`src/verilog/env_monitor_regs.vh`:
```
// Purpose: offsets, fields, reset values and timing counts of the monitor
// Assumes: byte-wide I/O port, offsets relative to the card base
// Notes: included by both design files
// Functional notes
// RULE_01: Strobe counter is 16-bit mode 2 divider.
// RULE_02: Strobe clock is oscillator over 14-bit divider.
// RULE_03: Strobe low one input clock every N.
// RULE_04: Strobe gates countdowns and latches status.
// RULE_05: Strobe interval spans about 2.29 ms-75 s.
// RULE_06: Last fan limit kept for read-back.
// RULE_07: Software loads both countdowns with same limit.
// RULE_08: Mode word resets counter, output high; count loads.
// RULE_09: Strobe rising edge loads count and arms.
// RULE_10: First clock fall starts count, output low.
// RULE_11: Armed counter decrements each clock fall.
// RULE_12: Output high on zero, else stays low.
// RULE_13: Strobe XOR fan pulses forms counter clock.
// RULE_14: Next strobe latches inverted outputs, bits 7,6.
// RULE_15: Fan pulses divided by eight first.
// RULE_16: Interrupt edge on any status bit change.
// RULE_17: Interrupt routed to line 5, 6 or 7.
// RULE_18: Control bit silences supply alarm sounder.
// RULE_19: Control bits force faults, reset card.
// RULE_20: Error bit 5 high on supply fault.
// RULE_21: Unused error bits read zero.
// RULE_22: Top control bit resets card, clears itself.
// RULE_23: Reset clears control and limit registers.
// RULE_24: Seven byte offsets decoded from jumper base.
`ifndef ENV_MONITOR_REGS_VH
`define ENV_MONITOR_REGS_VH
`define OFS_STROBE_DIVISOR 3'h0
`define OFS_FAN_ONE_COUNT 3'h1
`define OFS_FAN_TWO_COUNT 3'h2
`define OFS_COUNTER_MODE 3'h3
`define OFS_LIMIT_READBACK 3'h4
`define OFS_FAULT_STATUS 3'h5
`define OFS_CARD_CONTROL 3'h6
`define CTL_SWRESET 7
`define CTL_BUZZER_OFF 6
`define CTL_FORCE_FAN1 5
`define CTL_FORCE_FAN2 4
`define CTL_FORCE_SUPPLY 3
`define CTL_IRQSEL_HI 2
`define CTL_IRQSEL_LO 1
`define ERR_FAN1 7
`define ERR_FAN2 6
`define ERR_SUPPLY 5
`define RESET_BYTE 8'h00
`define MODE_SEL_HI 7
`define MODE_SEL_LO 6
`define MODE_RW_HI 5
`define MODE_RW_LO 4
// Bus oscillator of 14.31818 MHz, in Hz, and its 14-bit prescaler
`define OSC_HZ 14318180
`define PRESCALE_BITS 14
`define TACH_DIV_BITS 3
`endif

```
`src/verilog/fan_and_supply_monitor.v`:
```
// Purpose: fan speed and supply-good monitor behind a byte-wide I/O port
// Assumes: bus strobes synchronous and one cycle long; base jumpers static
// Notes: strobe divisor and mode words follow a subset of timer behaviour
`timescale 1ns/1ps
`include "env_monitor_regs.vh"
module fan_and_supply_monitor #(
	parameter CLK_HZ = 100000000,
	parameter OSC_HZ = `OSC_HZ
) (
	input wire sys_clk,
	input wire resetn,
	input wire [9:0] io_addr,
	input wire io_rd,
	input wire io_wr,
	input wire [7:0] io_wdata,
	input wire [5:0] base_jumper,
	output reg [7:0] io_rdata,
	output wire io_sel,
	input wire fan_one_pulse,
	input wire fan_two_pulse,
	input wire supply_good,
	output wire buzzer_off,
	output wire irq5,
	output wire irq6,
	output wire irq7
);
	// Oscillator tick rate, scaled into sys_clk steps (phase accumulator)
	localparam [31:0] OSC_STEP = OSC_HZ / 100;
	localparam [31:0] OSC_WRAP = CLK_HZ / 100;

	reg [31:0] phase_q;
	reg [`PRESCALE_BITS-1:0] prescale_q;
	reg [15:0] div_hold_q;
	reg [15:0] div_count_q;
	reg div_lsb_next_q;
	reg div_run_q;
	reg strobe_n_q;
	reg [7:0] control_q;
	reg [7:0] limit_q;
	reg [2:0] status_q;
	reg irq_pulse_q;
	reg strobe_prev_q;
	reg [31:0] phase_d;
	reg osc_tick;
	wire timebase_en;
	wire in_window;
	wire [2:0] ofs;
	wire wr_hit;
	wire soft_reset;
	wire card_rst_n;
	wire mode_wr;
	wire [1:0] mode_sel;
	wire [1:0] mode_rw;
	wire one_out;
	wire two_out;
	wire strobe_rise;
	wire [2:0] status_d;

	// Match against the jumper value as given, with no inversion
	function match_base;
		input [9:0] addr;
		input [5:0] jump;
		begin
			match_base = (addr[9:4] == jump) && (addr[3] == 1'b0) &&
				(addr[2:0] != 3'h7);
		end
	endfunction

	// Decode of seven consecutive byte offsets
	assign in_window = match_base(io_addr, base_jumper); // RULE_24
	assign ofs = io_addr[2:0];
	assign io_sel = in_window & (io_rd | io_wr);
	assign wr_hit = in_window & io_wr;

	// Software reset acts one cycle later and wipes itself too
	assign soft_reset = control_q[`CTL_SWRESET];
	assign card_rst_n = resetn & ~soft_reset; // RULE_22

	// Fractional oscillator model from sys_clk
	always @* begin
		phase_d = phase_q + OSC_STEP;
		osc_tick = 1'b0;
		if (phase_d >= OSC_WRAP) begin
			phase_d = phase_d - OSC_WRAP;
			osc_tick = 1'b1;
		end
	end

	// Fixed 14-bit prescaler gives the ~873.912 Hz strobe timebase
	always @(posedge sys_clk) begin
		if (!card_rst_n) begin
			phase_q <= 32'h0000_0000;
			prescale_q <= {`PRESCALE_BITS{1'b0}};
		end else begin
			phase_q <= phase_d;
			if (osc_tick)
				prescale_q <= prescale_q + 1'b1; // RULE_02
		end
	end
	assign timebase_en = osc_tick & (&prescale_q); // RULE_02

	// Mode word layout: counter select and read/write format
	assign mode_wr = wr_hit & (ofs == `OFS_COUNTER_MODE);
	assign mode_sel = io_wdata[`MODE_SEL_HI:`MODE_SEL_LO];
	assign mode_rw = io_wdata[`MODE_RW_HI:`MODE_RW_LO];

	// Rate generator: low byte then high byte, runs after the high byte
	always @(posedge sys_clk) begin
		if (!card_rst_n) begin
			div_hold_q <= 16'h0000;
			div_count_q <= 16'h0000;
			div_lsb_next_q <= 1'b1;
			div_run_q <= 1'b0;
			strobe_n_q <= 1'b1;
		end else begin
			if (mode_wr && mode_sel == 2'b00 && mode_rw != 2'b00) begin
				div_lsb_next_q <= 1'b1;
				div_run_q <= 1'b0;
				strobe_n_q <= 1'b1;
			end else if (wr_hit && ofs == `OFS_STROBE_DIVISOR) begin
				if (div_lsb_next_q) begin
					div_hold_q[7:0] <= io_wdata;
					div_lsb_next_q <= 1'b0;
				end else begin
					div_hold_q[15:8] <= io_wdata;
					div_count_q <= {io_wdata, div_hold_q[7:0]}; // RULE_01
					div_lsb_next_q <= 1'b1;
					div_run_q <= 1'b1;
				end
			end else if (timebase_en && div_run_q) begin
				// Count of zero acts as 65536, the widest interval
				if (div_count_q == 16'h0002) begin
					strobe_n_q <= 1'b0; // RULE_03
					div_count_q <= 16'h0001;
				end else if (div_count_q == 16'h0001) begin
					strobe_n_q <= 1'b1; // RULE_03
					div_count_q <= div_hold_q; // RULE_01
				end else begin
					div_count_q <= div_count_q - 16'h0001; // RULE_05
				end
			end
		end
	end

	// Each countdown sees only the mode words that select it (01 or 10)
	tach_countdown u_first_tach_countdown (
		.sys_clk(sys_clk),
		.resetn(card_rst_n),
		.mode_wr(mode_wr && mode_sel == 2'b01 && mode_rw != 2'b00),
		.count_wr(wr_hit && ofs == `OFS_FAN_ONE_COUNT),
		.wr_data(io_wdata),
		.fan_pulse(fan_one_pulse),
		.lockout(control_q[`CTL_FORCE_FAN1]),
		.strobe_n(strobe_n_q), // RULE_04
		.count_out_q(one_out)
	);

	tach_countdown u_second_tach_countdown (
		.sys_clk(sys_clk),
		.resetn(card_rst_n),
		.mode_wr(mode_wr && mode_sel == 2'b10 && mode_rw != 2'b00),
		.count_wr(wr_hit && ofs == `OFS_FAN_TWO_COUNT),
		.wr_data(io_wdata),
		.fan_pulse(fan_two_pulse),
		.lockout(control_q[`CTL_FORCE_FAN2]),
		.strobe_n(strobe_n_q), // RULE_04
		.count_out_q(two_out)
	);

	// Control and limit copies; limit tracks either fan count write
	always @(posedge sys_clk) begin
		if (!card_rst_n) begin
			control_q <= `RESET_BYTE; // RULE_23
			limit_q <= `RESET_BYTE; // RULE_23
		end else begin
			if (wr_hit && ofs == `OFS_CARD_CONTROL)
				control_q <= {io_wdata[7:1], 1'b0}; // RULE_19
			if (wr_hit && (ofs == `OFS_FAN_ONE_COUNT ||
				ofs == `OFS_FAN_TWO_COUNT))
				limit_q <= io_wdata; // RULE_06
		end
	end

	// Status sampled on the strobe rising edge, the end of the low pulse
	assign strobe_rise = strobe_n_q & ~strobe_prev_q;
	assign status_d = {~one_out, ~two_out,
		~supply_good | control_q[`CTL_FORCE_SUPPLY]}; // RULE_14 RULE_20

	always @(posedge sys_clk) begin
		if (!card_rst_n) begin
			strobe_prev_q <= 1'b1;
			status_q <= 3'b000;
			irq_pulse_q <= 1'b0;
		end else begin
			strobe_prev_q <= strobe_n_q;
			irq_pulse_q <= 1'b0;
			if (strobe_rise) begin
				status_q <= status_d; // RULE_14 RULE_04
				irq_pulse_q <= (status_d != status_q); // RULE_16
			end
		end
	end

	// Edge request steered to one of three lines, none when zero
	assign irq5 = irq_pulse_q &
		(control_q[`CTL_IRQSEL_HI:`CTL_IRQSEL_LO] == 2'b01); // RULE_17
	assign irq6 = irq_pulse_q &
		(control_q[`CTL_IRQSEL_HI:`CTL_IRQSEL_LO] == 2'b10); // RULE_17
	assign irq7 = irq_pulse_q &
		(control_q[`CTL_IRQSEL_HI:`CTL_IRQSEL_LO] == 2'b11); // RULE_17
	assign buzzer_off = control_q[`CTL_BUZZER_OFF]; // RULE_18

	// Registered read data; write-only offsets read zero
	always @(posedge sys_clk) begin
		if (!resetn) begin
			io_rdata <= 8'h00;
		end else if (io_rd && in_window) begin
			case (ofs)
			`OFS_LIMIT_READBACK: io_rdata <= limit_q; // RULE_06
			`OFS_FAULT_STATUS: io_rdata <= {status_q, 5'h00}; // RULE_21
			`OFS_CARD_CONTROL: io_rdata <= control_q;
			default: io_rdata <= 8'h00;
			endcase
		end
	end
endmodule

```
`src/verilog/tach_countdown.v`:
```
// Purpose: one 8-bit mode 1 countdown fed by a conditioned fan pulse
// Assumes: all inputs synchronous to sys_clk; strobe is active low
// Notes: counter clock is strobe XOR the divided fan pulse train
`timescale 1ns/1ps
`include "env_monitor_regs.vh"
module tach_countdown (
	input wire sys_clk,
	input wire resetn,
	input wire mode_wr,
	input wire count_wr,
	input wire [7:0] wr_data,
	input wire fan_pulse,
	input wire lockout,
	input wire strobe_n,
	output reg count_out_q
);
	reg [`TACH_DIV_BITS-1:0] div_q;
	reg fan_prev_q;
	reg cnt_clk_prev_q;
	reg strobe_prev_q;
	reg [7:0] hold_q;
	reg [7:0] count_q;
	reg armed_q;
	reg running_q;
	wire fan_rise;
	wire tach_div;
	wire cnt_clk;
	wire cnt_fall;
	wire gate_rise;

	// Divide-by-eight of the fan pulse train; lockout freezes it
	assign fan_rise = fan_pulse & ~fan_prev_q & ~lockout;
	assign tach_div = div_q[`TACH_DIV_BITS-1]; // RULE_15
	// Strobe low pulse toggles the clock so a dead fan still starts
	assign cnt_clk = tach_div ^ ~strobe_n; // RULE_13
	assign cnt_fall = cnt_clk_prev_q & ~cnt_clk;
	assign gate_rise = strobe_n & ~strobe_prev_q;

	// Edge history and prescaler
	always @(posedge sys_clk) begin
		if (!resetn) begin
			div_q <= {`TACH_DIV_BITS{1'b0}};
			fan_prev_q <= 1'b0;
			cnt_clk_prev_q <= 1'b0;
			strobe_prev_q <= 1'b1;
		end else begin
			fan_prev_q <= fan_pulse;
			if (fan_rise)
				div_q <= div_q + 1'b1; // RULE_15
			cnt_clk_prev_q <= cnt_clk;
			strobe_prev_q <= strobe_n;
		end
	end

	// Mode 1 one-shot; a gate edge also takes a clock fall of its cycle
	always @(posedge sys_clk) begin
		if (!resetn) begin
			hold_q <= 8'h00;
			count_q <= 8'h00;
			armed_q <= 1'b0;
			running_q <= 1'b0;
			count_out_q <= 1'b1;
		end else if (mode_wr) begin
			armed_q <= 1'b0; // RULE_08
			running_q <= 1'b0;
			count_out_q <= 1'b1; // RULE_08
		end else begin
			if (count_wr)
				hold_q <= wr_data; // RULE_08
			// A still fan leaves the strobe edge as the only clock fall,
			// so a fall in the gate cycle starts the count at once
			if (gate_rise) begin
				count_q <= hold_q; // RULE_09
				armed_q <= 1'b1; // RULE_09
				running_q <= cnt_fall; // RULE_13
				if (cnt_fall)
					count_out_q <= 1'b0; // RULE_10
			end else if (cnt_fall && armed_q && !running_q) begin
				running_q <= 1'b1; // RULE_10
				count_out_q <= 1'b0; // RULE_10
			end else if (cnt_fall && running_q) begin
				count_q <= count_q - 8'h01; // RULE_11
				if (count_q == 8'h01) begin
					count_out_q <= 1'b1; // RULE_12
					running_q <= 1'b0;
					armed_q <= 1'b0;
				end
			end
		end
	end
endmodule

```
`config.mk`:
```
export PLATFORM = sky130hd
export DESIGN_NAME = fan_and_supply_monitor
export DESIGN_NICKNAME = d
export VERILOG_FILES = /design/src/verilog/fan_and_supply_monitor.v /design/src/verilog/tach_countdown.v
export VERILOG_INCLUDE_DIRS = /design/src /design/src/verilog
export SDC_FILE = /design/constraint.sdc
export NUM_CORES = 1
export LEC_CHECK = 0
export ABC_AREA = 1
export BUFFER_PORTS_ARGS = -buffer_cell sky130_fd_sc_hd__buf_2
export CORE_MARGIN = 2
export CORE_UTILIZATION = 34
export DETAILED_ROUTE_END_ITERATION = 8
export PLACE_DENSITY = 0.59
export SLEW_MARGIN = 0
export SYNTH_ARGS = -nofsm -noshare
export SYNTH_HDL_FRONTEND = slang
export SYNTH_SLANG_ARGS = --single-unit
```
`constraint.sdc`:
```
create_clock -name sys_clk -period 2.3 [get_ports sys_clk]
set_clock_uncertainty 0.05 [all_clocks]
set_input_delay 0.345 -clock sys_clk [delete_from_list [all_inputs] [get_ports sys_clk]]
set_output_delay 0.345 -clock sys_clk [all_outputs]
set_load 0.01 [all_outputs]
```
==> impl_metrics.json, run 1 <==
{
  "status": "complete, but fails checks",
  "violations": "setup timing",
  "crit_type": "reg -> reg",
  "grt_overflow": 0,
  "clock_latency_ns": 0.44,
  "yosysTopAreaCell": "dfxtp_1",
  "cts_tree": "built",
  "first_pass_iters": 5,
  "fin_crit_ns": 2.64,
  "ys_async_sr_fraction_pct": 0,
  "wire_per_inst_um": 13.7,
  "met1_length_mm": 13.2,
  "fin_crit_sh_pct": 115,
  "switching_share_pct": 40.4,
  "synth_top_family_by_area": "simple AND/OR/NAND/NOR gates",
  "fp.dieW_um": 168,
  "antenna_cells": 0,
  "worst_pin_slew_ns": 0.684,
  "vdd_drop_max_mv": 0.535,
  "cts-root-buf": "clkbuf_16",
  "worst_ep_required_time_ns": 2.56,
  "seq_power_share_pct": 27.5,
  "via_per_inst": 4.91,
  "synth.mux.area_fraction_pct": 0.109,
  "synth_top_area_share_pct": 34.3,
  "gp_congestion": 0.889,
  "die_area_sq_mm": 0.0282,
  "stdcell_count": 2022,
  "crit_path_start_kind": "flop",
  "timing.fmax_mhz": 379,
  "power_leakage_nw": 5.81,
  "fill_cells": 2667,
  "cp-startpoint": "phase_q[3]",
  "drc": 0,
  "pre_cts_ws_ns": -0.466,
  "num_vias": 9919,
  "drv_cap": 0,
  "synth-xor-area-share_pct": 2.57,
  "ff2ff_path_depth": 20,
  "cts_sinks": 157,
  "end_kind": "flop",
  "grt_pass1_wl_mm": 44.4,
  "layout-drive-gt1-share_pct": 30.8,
  "setup_viol": 57,
  "netlist_top_cells_area": "dfxtp_1 (34%), nand2_1 (13%), nor2_1 (9.1%)",
  "highest_layer": "met4",
  "finalHoldViolations": 0,
  "yosysSeqAreaShare_pct": 34.3,
  "clk_pin_slew_ns": 0.07,
  "dp_cells": 1967,
  "power_density_mw_per_mm2": 926,
  "mostFrequentLayoutCells": "nand2_1 (257), inv_1 (176), buf_4 (173)",
  "setup_ws_ns": -0.339,
  "r2r-start": "phase_q[3]",
  "finalMaxSlewViolations": 0,
  "die_y_um": 168,
  "intPower_w": 0.00701,
  "rsz0062_at_grt": "yes",
  "rows": 60,
  "slew-limit-headroom_pct": 54.3,
  "clockBufferDepth": 2,
  "hold_class": "in -> reg",
  "htree_levels": 4,
  "synth_compound_area_share_pct": 16.0,
  "hpwl_mm": 20.1,
  "combPwrFrac_pct": 48.0,
  "ff_latch_area_sq_mm": 0.00318,
  "multi_input_area_sq_mm": 0.00594,
  "crit_arrival_ns": 2.90,
  "synth-simple-area-share_pct": 35.1,
  "cts_made_buffers": 17,
  "synth_fp_nets": 1491,
  "ys_ff_latch": 157,
  "track_usage_pct": 19.2,
  "antenna_found_initial": 1,
  "grt_max_degree": 35,
  "synthFlopType": "dfxtp_1",
  "power.switching_w": 0.00475,
  "totalWireLength_mm": 27.7,
  "synth_adder_area_share_pct": 1.91,
  "area_growth_pct": 38.8,
  "p_clk_share_pct": 24.6,
  "total_power_w": 0.0118,
  "final_nets": 1713,
  "floorplan.initialDensity_pct": 34.2,
  "syn_inst": 1446,
  "place_area_sq_mm": 0.0110,
  "syn-mean-instance-area_sq_um": 6.33,
  "drtIter0Drc": 617,
  "synth_edf_count": 0,
  "syn-cell-area_sq_mm": 0.00915,
  "final_common_cell": "nand2_1",
  "io_pins": 44,
  "fin_area_sq_mm": 0.0127,
  "worst_r2r_endpoint": "phase_q[19]",
  "yosysWarnings": 0,
  "wl_met2_mm": 12.9,
  "portBuffers": 43,
  "crit_fanout": 4,
  "reg2reg_slack_ns": -0.34,
  "ys_types": 45,
  "coreArea_sq_mm": 0.0267,
  "grt_pass1_vias": 9335,
  "crit_path_end": "phase_q[19]",
  "ant_nets": 0,
  "route.met3.wl_mm": 1.04
}
how the worst min path moves through the flow:
stage / startpoint / to / cells after the start
final: fan_one_pulse / u_first_tach_countdown.fan_prev_q / 3
after global routing: fan_one_pulse / u_first_tach_countdown.fan_prev_q / 3
after floorplan: u_first_tach_countdown.hold_q[2] / u_first_tach_countdown.hold_q[2] / 2
after detailed placement: u_first_tach_countdown.hold_q[4] / u_first_tach_countdown.hold_q[4] / 2
after CTS: fan_one_pulse / u_first_tach_countdown.fan_prev_q / 3
after global placement: u_first_tach_countdown.hold_q[2] / u_first_tach_countdown.hold_q[2] / 2
state kept, by name (all words and copies together) (netlist names), 3 cells and up:
name and cells:
u_first_tach_countdown.count_q 8, phase_q 32, io_rdata 8, prescale_q 14, u_second_tach_countdown.hold_q 8, u_first_tach_countdown.hold_q 8, limit_q 8, status_q 3
u_second_tach_countdown.count_q 8, div_hold_q 16, u_first_tach_countdown.div_q 3, control_q 7, div_count_q 16, u_second_tach_countdown.div_q 3
through the flow:
step           util [%]  TNS, ns  hold slack, ns
3_5_place_dp       41.1   -20.51           0.390
4_1_cts            44.9   -10.78          0.0813
3_3_place_gp       41.1   -15.17           0.386
2_1_floorplan         -    -1.62           0.372
5_1_grt            47.5   -21.94          0.0891
6_report           47.5   -12.41          0.0916
power by group through the flow:
stage                     Sequential (W)  Clock [W]  Combinational, W
after detailed placement         0.00322          0           0.00429
after floorplan                  0.00315          0           0.00230
after global routing             0.00325    0.00306           0.00613
final                            0.00323    0.00289           0.00564
after CTS                        0.00318    0.00294           0.00477
after global placement           0.00321          0           0.00427
layout make-up:
type,count,share of cell area [%]
multi-input combinational,1058,46.8
timing repair buffer,237,14.0
timing repair inverter,1,0.0591
inverter,196,5.88
clock buffer,18,3.46
clock inverter,14,1.37
sequential,157,25.1
tap,341,3.36
Yosys cell counts (2+ instances only):
cell type / count
buf_6: 4
nand2_1: 317
clkinv_1: 4
xor2_1: 19
nor2_1: 221
nand3b_1: 5
ha_1: 14
nor2_4: 4
o21ai_0: 105
a21oi_1: 116
xnor2_1: 6
nor4_1: 10
nand2_4: 4
inv_1: 186
inv_2: 6
o21ai_2: 2
clkbuf_1: 28
o21bai_1: 2
dfxtp_1: 157
nand2_2: 11
buf_4: 2
and2_1: 2
nor3_1: 47
buf_2: 3
o22ai_1: 6
a211oi_1: 6
a221oi_1: 5
nand3_1: 93
and3_1: 4
o211ai_1: 5
nor2_2: 6
a31oi_1: 7
or2_2: 3
nand4_1: 15
o21a_1: 11
critical path, cell delays in order (launching register included):
cell        delay [ns]
dfxtp_2           0.34
nor2_4            0.15
buf_6             0.12
a21oi_4           0.06
buf_4             0.15
nand2_1           0.10
nand2_2           0.08
nand2_2           0.09
nand2_1           0.05
nand2_1           0.07
nand2_2           0.06
nor2_2            0.14
nand2_2           0.11
nor2_4            0.12
nand2_2           0.06
nand2_4           0.11
buf_6             0.12
buf_6             0.10
clkinvlp_4        0.15
nor3_2            0.21
nor3_1            0.07
timing repair:
item	in CTS	in global routing
gates cloned	1	2
hold buffers	0	0
setup endpoints to repair	57	57
resized for setup	103	175
endpoints found under the hold margin	0	0
buffers inserted	10	12
pin swaps	38	68
routing by layer:
metal  GRT usage (%)  vias up
met5               0        -
met1            25.5     4551
met3            2.96       46
met4            6.33        0
li1                -     5129
met2            32.0      193
logic make-up after synthesis:
| family | Yosys count |
|---|---|
| AO/OA/AOI/OAI | 269 |
| AND/OR/NAND/NOR | 746 |
| buffers and inverters | 233 |
| adder cells (fa/ha/maj) | 14 |
| multiplexers | 1 |
| XOR/XNOR | 26 |
| flip-flops | 157 |
(Power assumes the default switching activity.)
==> run 2, diff against run 1 <==
- ABC_AREA: 1 -> default
==> run 2 against run 1 <==
  * The flow still finishes with violations (setup timing)
  * Area after synthesis is 4.6% lower
  * Wire length down 8.6%
  * Power decreased by 0.29%
  * First-iteration DRC count shrank 27%
  * Sequential power about the same
  * Cell count decreased by 19%
  * Count of clock-buffer cells in the layout up 2
  * Via count is 15% lower
  * Critical endpoint is now div_count_q[13]
  * Largest power group unchanged
==> impl_metrics.json, run 2 <==
{
  "worst_pin_slew_ns": 0.903,
  "wl_met2_mm": 12.4,
  "worst_ep_required_time_ns": 2.54,
  "highest_layer": "met4",
  "first_pass_iters": 5,
  "via_per_inst": 5.12,
  "ys_types": 81,
  "gp_congestion": 0.871,
  "mostFrequentLayoutCells": "buf_4 (207), dfxtp_1 (147), nor2_1 (144)",
  "setup_viol": 57,
  "tns_ns": -44.35,
  "vdd_drop_max_mv": 0.596,
  "track_usage_pct": 18.8,
  "grt_pass1_vias": 8067,
  "drtIter0Drc": 452,
  "grt_pass1_wl_mm": 40.7,
  "final_nets": 1346,
  "met1_length_mm": 11.8,
  "slew-limit-headroom_pct": 39.8,
  "clock_latency_ns": 0.42,
  "synth_edf_count": 0,
  "area_growth_pct": 38.1,
  "fin_crit_sh_pct": 138,
  "wire_per_inst_um": 15.4,
  "synth_fp_nets": 1118,
  "crit_arrival_ns": 3.42,
  "largest_register": "phase_q",
  "ys_ff_latch": 157,
  "die_area_sq_mm": 0.0270,
  "cts_made_buffers": 17,
  "cts_sinks": 157,
  "syn_inst": 1073,
  "finalMaxSlewViolations": 0,
  "fin_crit_ns": 3.18,
  "setup_ws_ns": -0.880,
  "drc": 0,
  "die_y_um": 164,
  "syn-cell-area_sq_mm": 0.00873,
  "syn-mean-instance-area_sq_um": 8.13,
  "synth-xor-area-share_pct": 7.41,
  "htree_levels": 4,
  "antenna_cells": 0,
  "yosysTopAreaCell": "dfxtp_1",
  "power_density_mw_per_mm2": 973,
  "crit_fanout": 7,
  "end_kind": "flop",
  "hold_class": "in -> reg",
  "fin_area_sq_mm": 0.0121,
  "netlist_top_cells_area": "dfxtp_1 (36%), nor2_1 (6.3%), mux2i_1 (5.4%)",
  "final_common_cell": "buf_4",
  "synth_adder_area_share_pct": 2.01,
  "cts-root-buf": "clkbuf_16",
  "grt_overflow": 0,
  "fill_cells": 2370,
  "yosysWarnings": 0,
  "synth_top_family_by_area": "simple AND/OR/NAND/NOR gates",
  "place_area_sq_mm": 0.0108,
  "final_util_pct": 47.9,
  "portBuffers": 43,
  "io_pins": 44,
  "synth_compound_area_share_pct": 19.4,
  "total_power_w": 0.0117,
  "synthFlopType": "dfxtp_1",
  "timing.fmax_mhz": 314,
  "floorplan.initialDensity_pct": 34.7,
  "num_vias": 8419,
  "largest_register_ffs": 32,
  "clockBufferDepth": 2,
  "synth.most_common_cell": "dfxtp_1",
  "ant_nets": 0,
  "status": "complete, but fails checks",
  "synth_commonest_cells": "dfxtp_1 (157), nor2_1 (146), nand2_1 (103), a21oi_1 (66), mux2i_1 (47)",
  "ys_async_sr_fraction_pct": 0,
  "layout-drive-gt1-share_pct": 31.8,
  "synth.mux.area_fraction_pct": 5.52,
  "hold_buffers": 0,
  "top_regs": "phase_q x32, div_count_q x16, div_hold_q x16",
  "multi_input_area_sq_mm": 0.00569,
  "totalWireLength_mm": 25.3,
  "finalHoldViolations": 0,
  "power_leakage_nw": 4.90,
  "antenna_found_initial": 1,
  "synth-simple-area-share_pct": 24.8,
  "synth_top_area_share_pct": 36.0,
  "crit_type": "reg -> reg",
  "cts_tree": "built",
  "grt_max_degree": 38,
  "hpwl_mm": 17.7,
  "crit_path_start_kind": "flop",
  "route.met3.wl_um": 774,
  "ff_latch_area_sq_mm": 0.00317,
  "rsz0062_at_grt": "yes",
  "yosysSeqAreaShare_pct": 36.0,
  "violations": "setup timing",
  "clk_pin_slew_ns": 0.07,
  "rows": 58,
  "coreArea_sq_mm": 0.0252,
  "drv_cap": 0,
  "fp.dieW_um": 164
}
-- run 2: cell types whose count changed in the layout (fill, tap and decap cells not counted), moves of 22 or more --
cell     change
nand2_2     -55
mux2i_1     +46
inv_1      -147
a21oi_1     -35
nand3_1     -34
xnor2_1     +23
nor2_1      -27
buf_4       +34
nor2_4      -22
nor2_2      -34
nand2_1    -157
o21ai_0     -55
-- run 2: timing repair --
item	4_1_cts	5_1_grt
buffers inserted	16	19
cloned	2	0
resized for setup	55	44
endpoints found under the setup margin	57	84
pin swaps	45	36
-- run 2: path summary, 6_finish.rpt --
kind | to | slack, ns | start | cells after the start
worst min register to register | div_hold_q[2] | 0.41 | div_hold_q[2] | 2
worst max-delay path | div_count_q[13] | -0.88 | phase_q[2] | 14
worst max register to register | div_count_q[13] | -0.88 | phase_q[2] | 14
worst min-delay path | u_second_tach_countdown.fan_prev_q | 0.09 | fan_two_pulse | 2
-- run 2: routing by layer --
metal / GRT usage (%) / vias to the layer above
li1: - / 4283
met1: 25.2 / 3968
met2: 31.7 / 137
met3: 2.30 / 31
met4: 5.58 / 0
met5: 0 / -
-- run 2: through the flow --
step,worst slack (ns),hold slack [ns],std cells
final,-0.880,0.0879,1644
after global routing,-1.01,0.0856,1644
after CTS,-0.866,0.0772,1629
after detailed placement,-1.03,0.397,1580
after global placement,-0.967,0.395,1580
after floorplan,-0.678,0.386,1073
-- run 2: power breakdown --
group	internal [W]	switching, W
clock network	0.00161	0.00122
logic	0.00287	0.00280
registers	0.00299	0.000231
total	0.00747	0.00425
-- run 2: kinds of logic after synthesis --
family / after synthesis
buf+inv: 95
mux: 48
compound gates: 246
flops: 157
fa+ha+maj: 14
xor+xnor: 73
simple gates: 440
-- run 2: layout make-up --
cell class	count	share of cell area [%]
Multi-Input combinational cell	823	47.2
Sequential cell	157	26.3
Timing Repair Buffer	273	17.3
Clock buffer	20	3.87
Tap cell	330	3.43
Clock inverter	12	1.03
Inverter	29	0.903
-- run 2: critical path, stage by stage, from the launching register on --
cell and delay [ns]:
dfxtp_4 0.36, buf_6 0.12, a211o_1 0.27, a31oi_2 0.17, xor2_1 0.27, ha_2 0.22, and4_4 0.22, nand2_4 0.05
a2111oi_4 0.20, o2111ai_2 0.19, a21oi_4 0.23, buf_6 0.17, o21ai_4 0.11, a222oi_1 0.34, a211oi_1 0.09
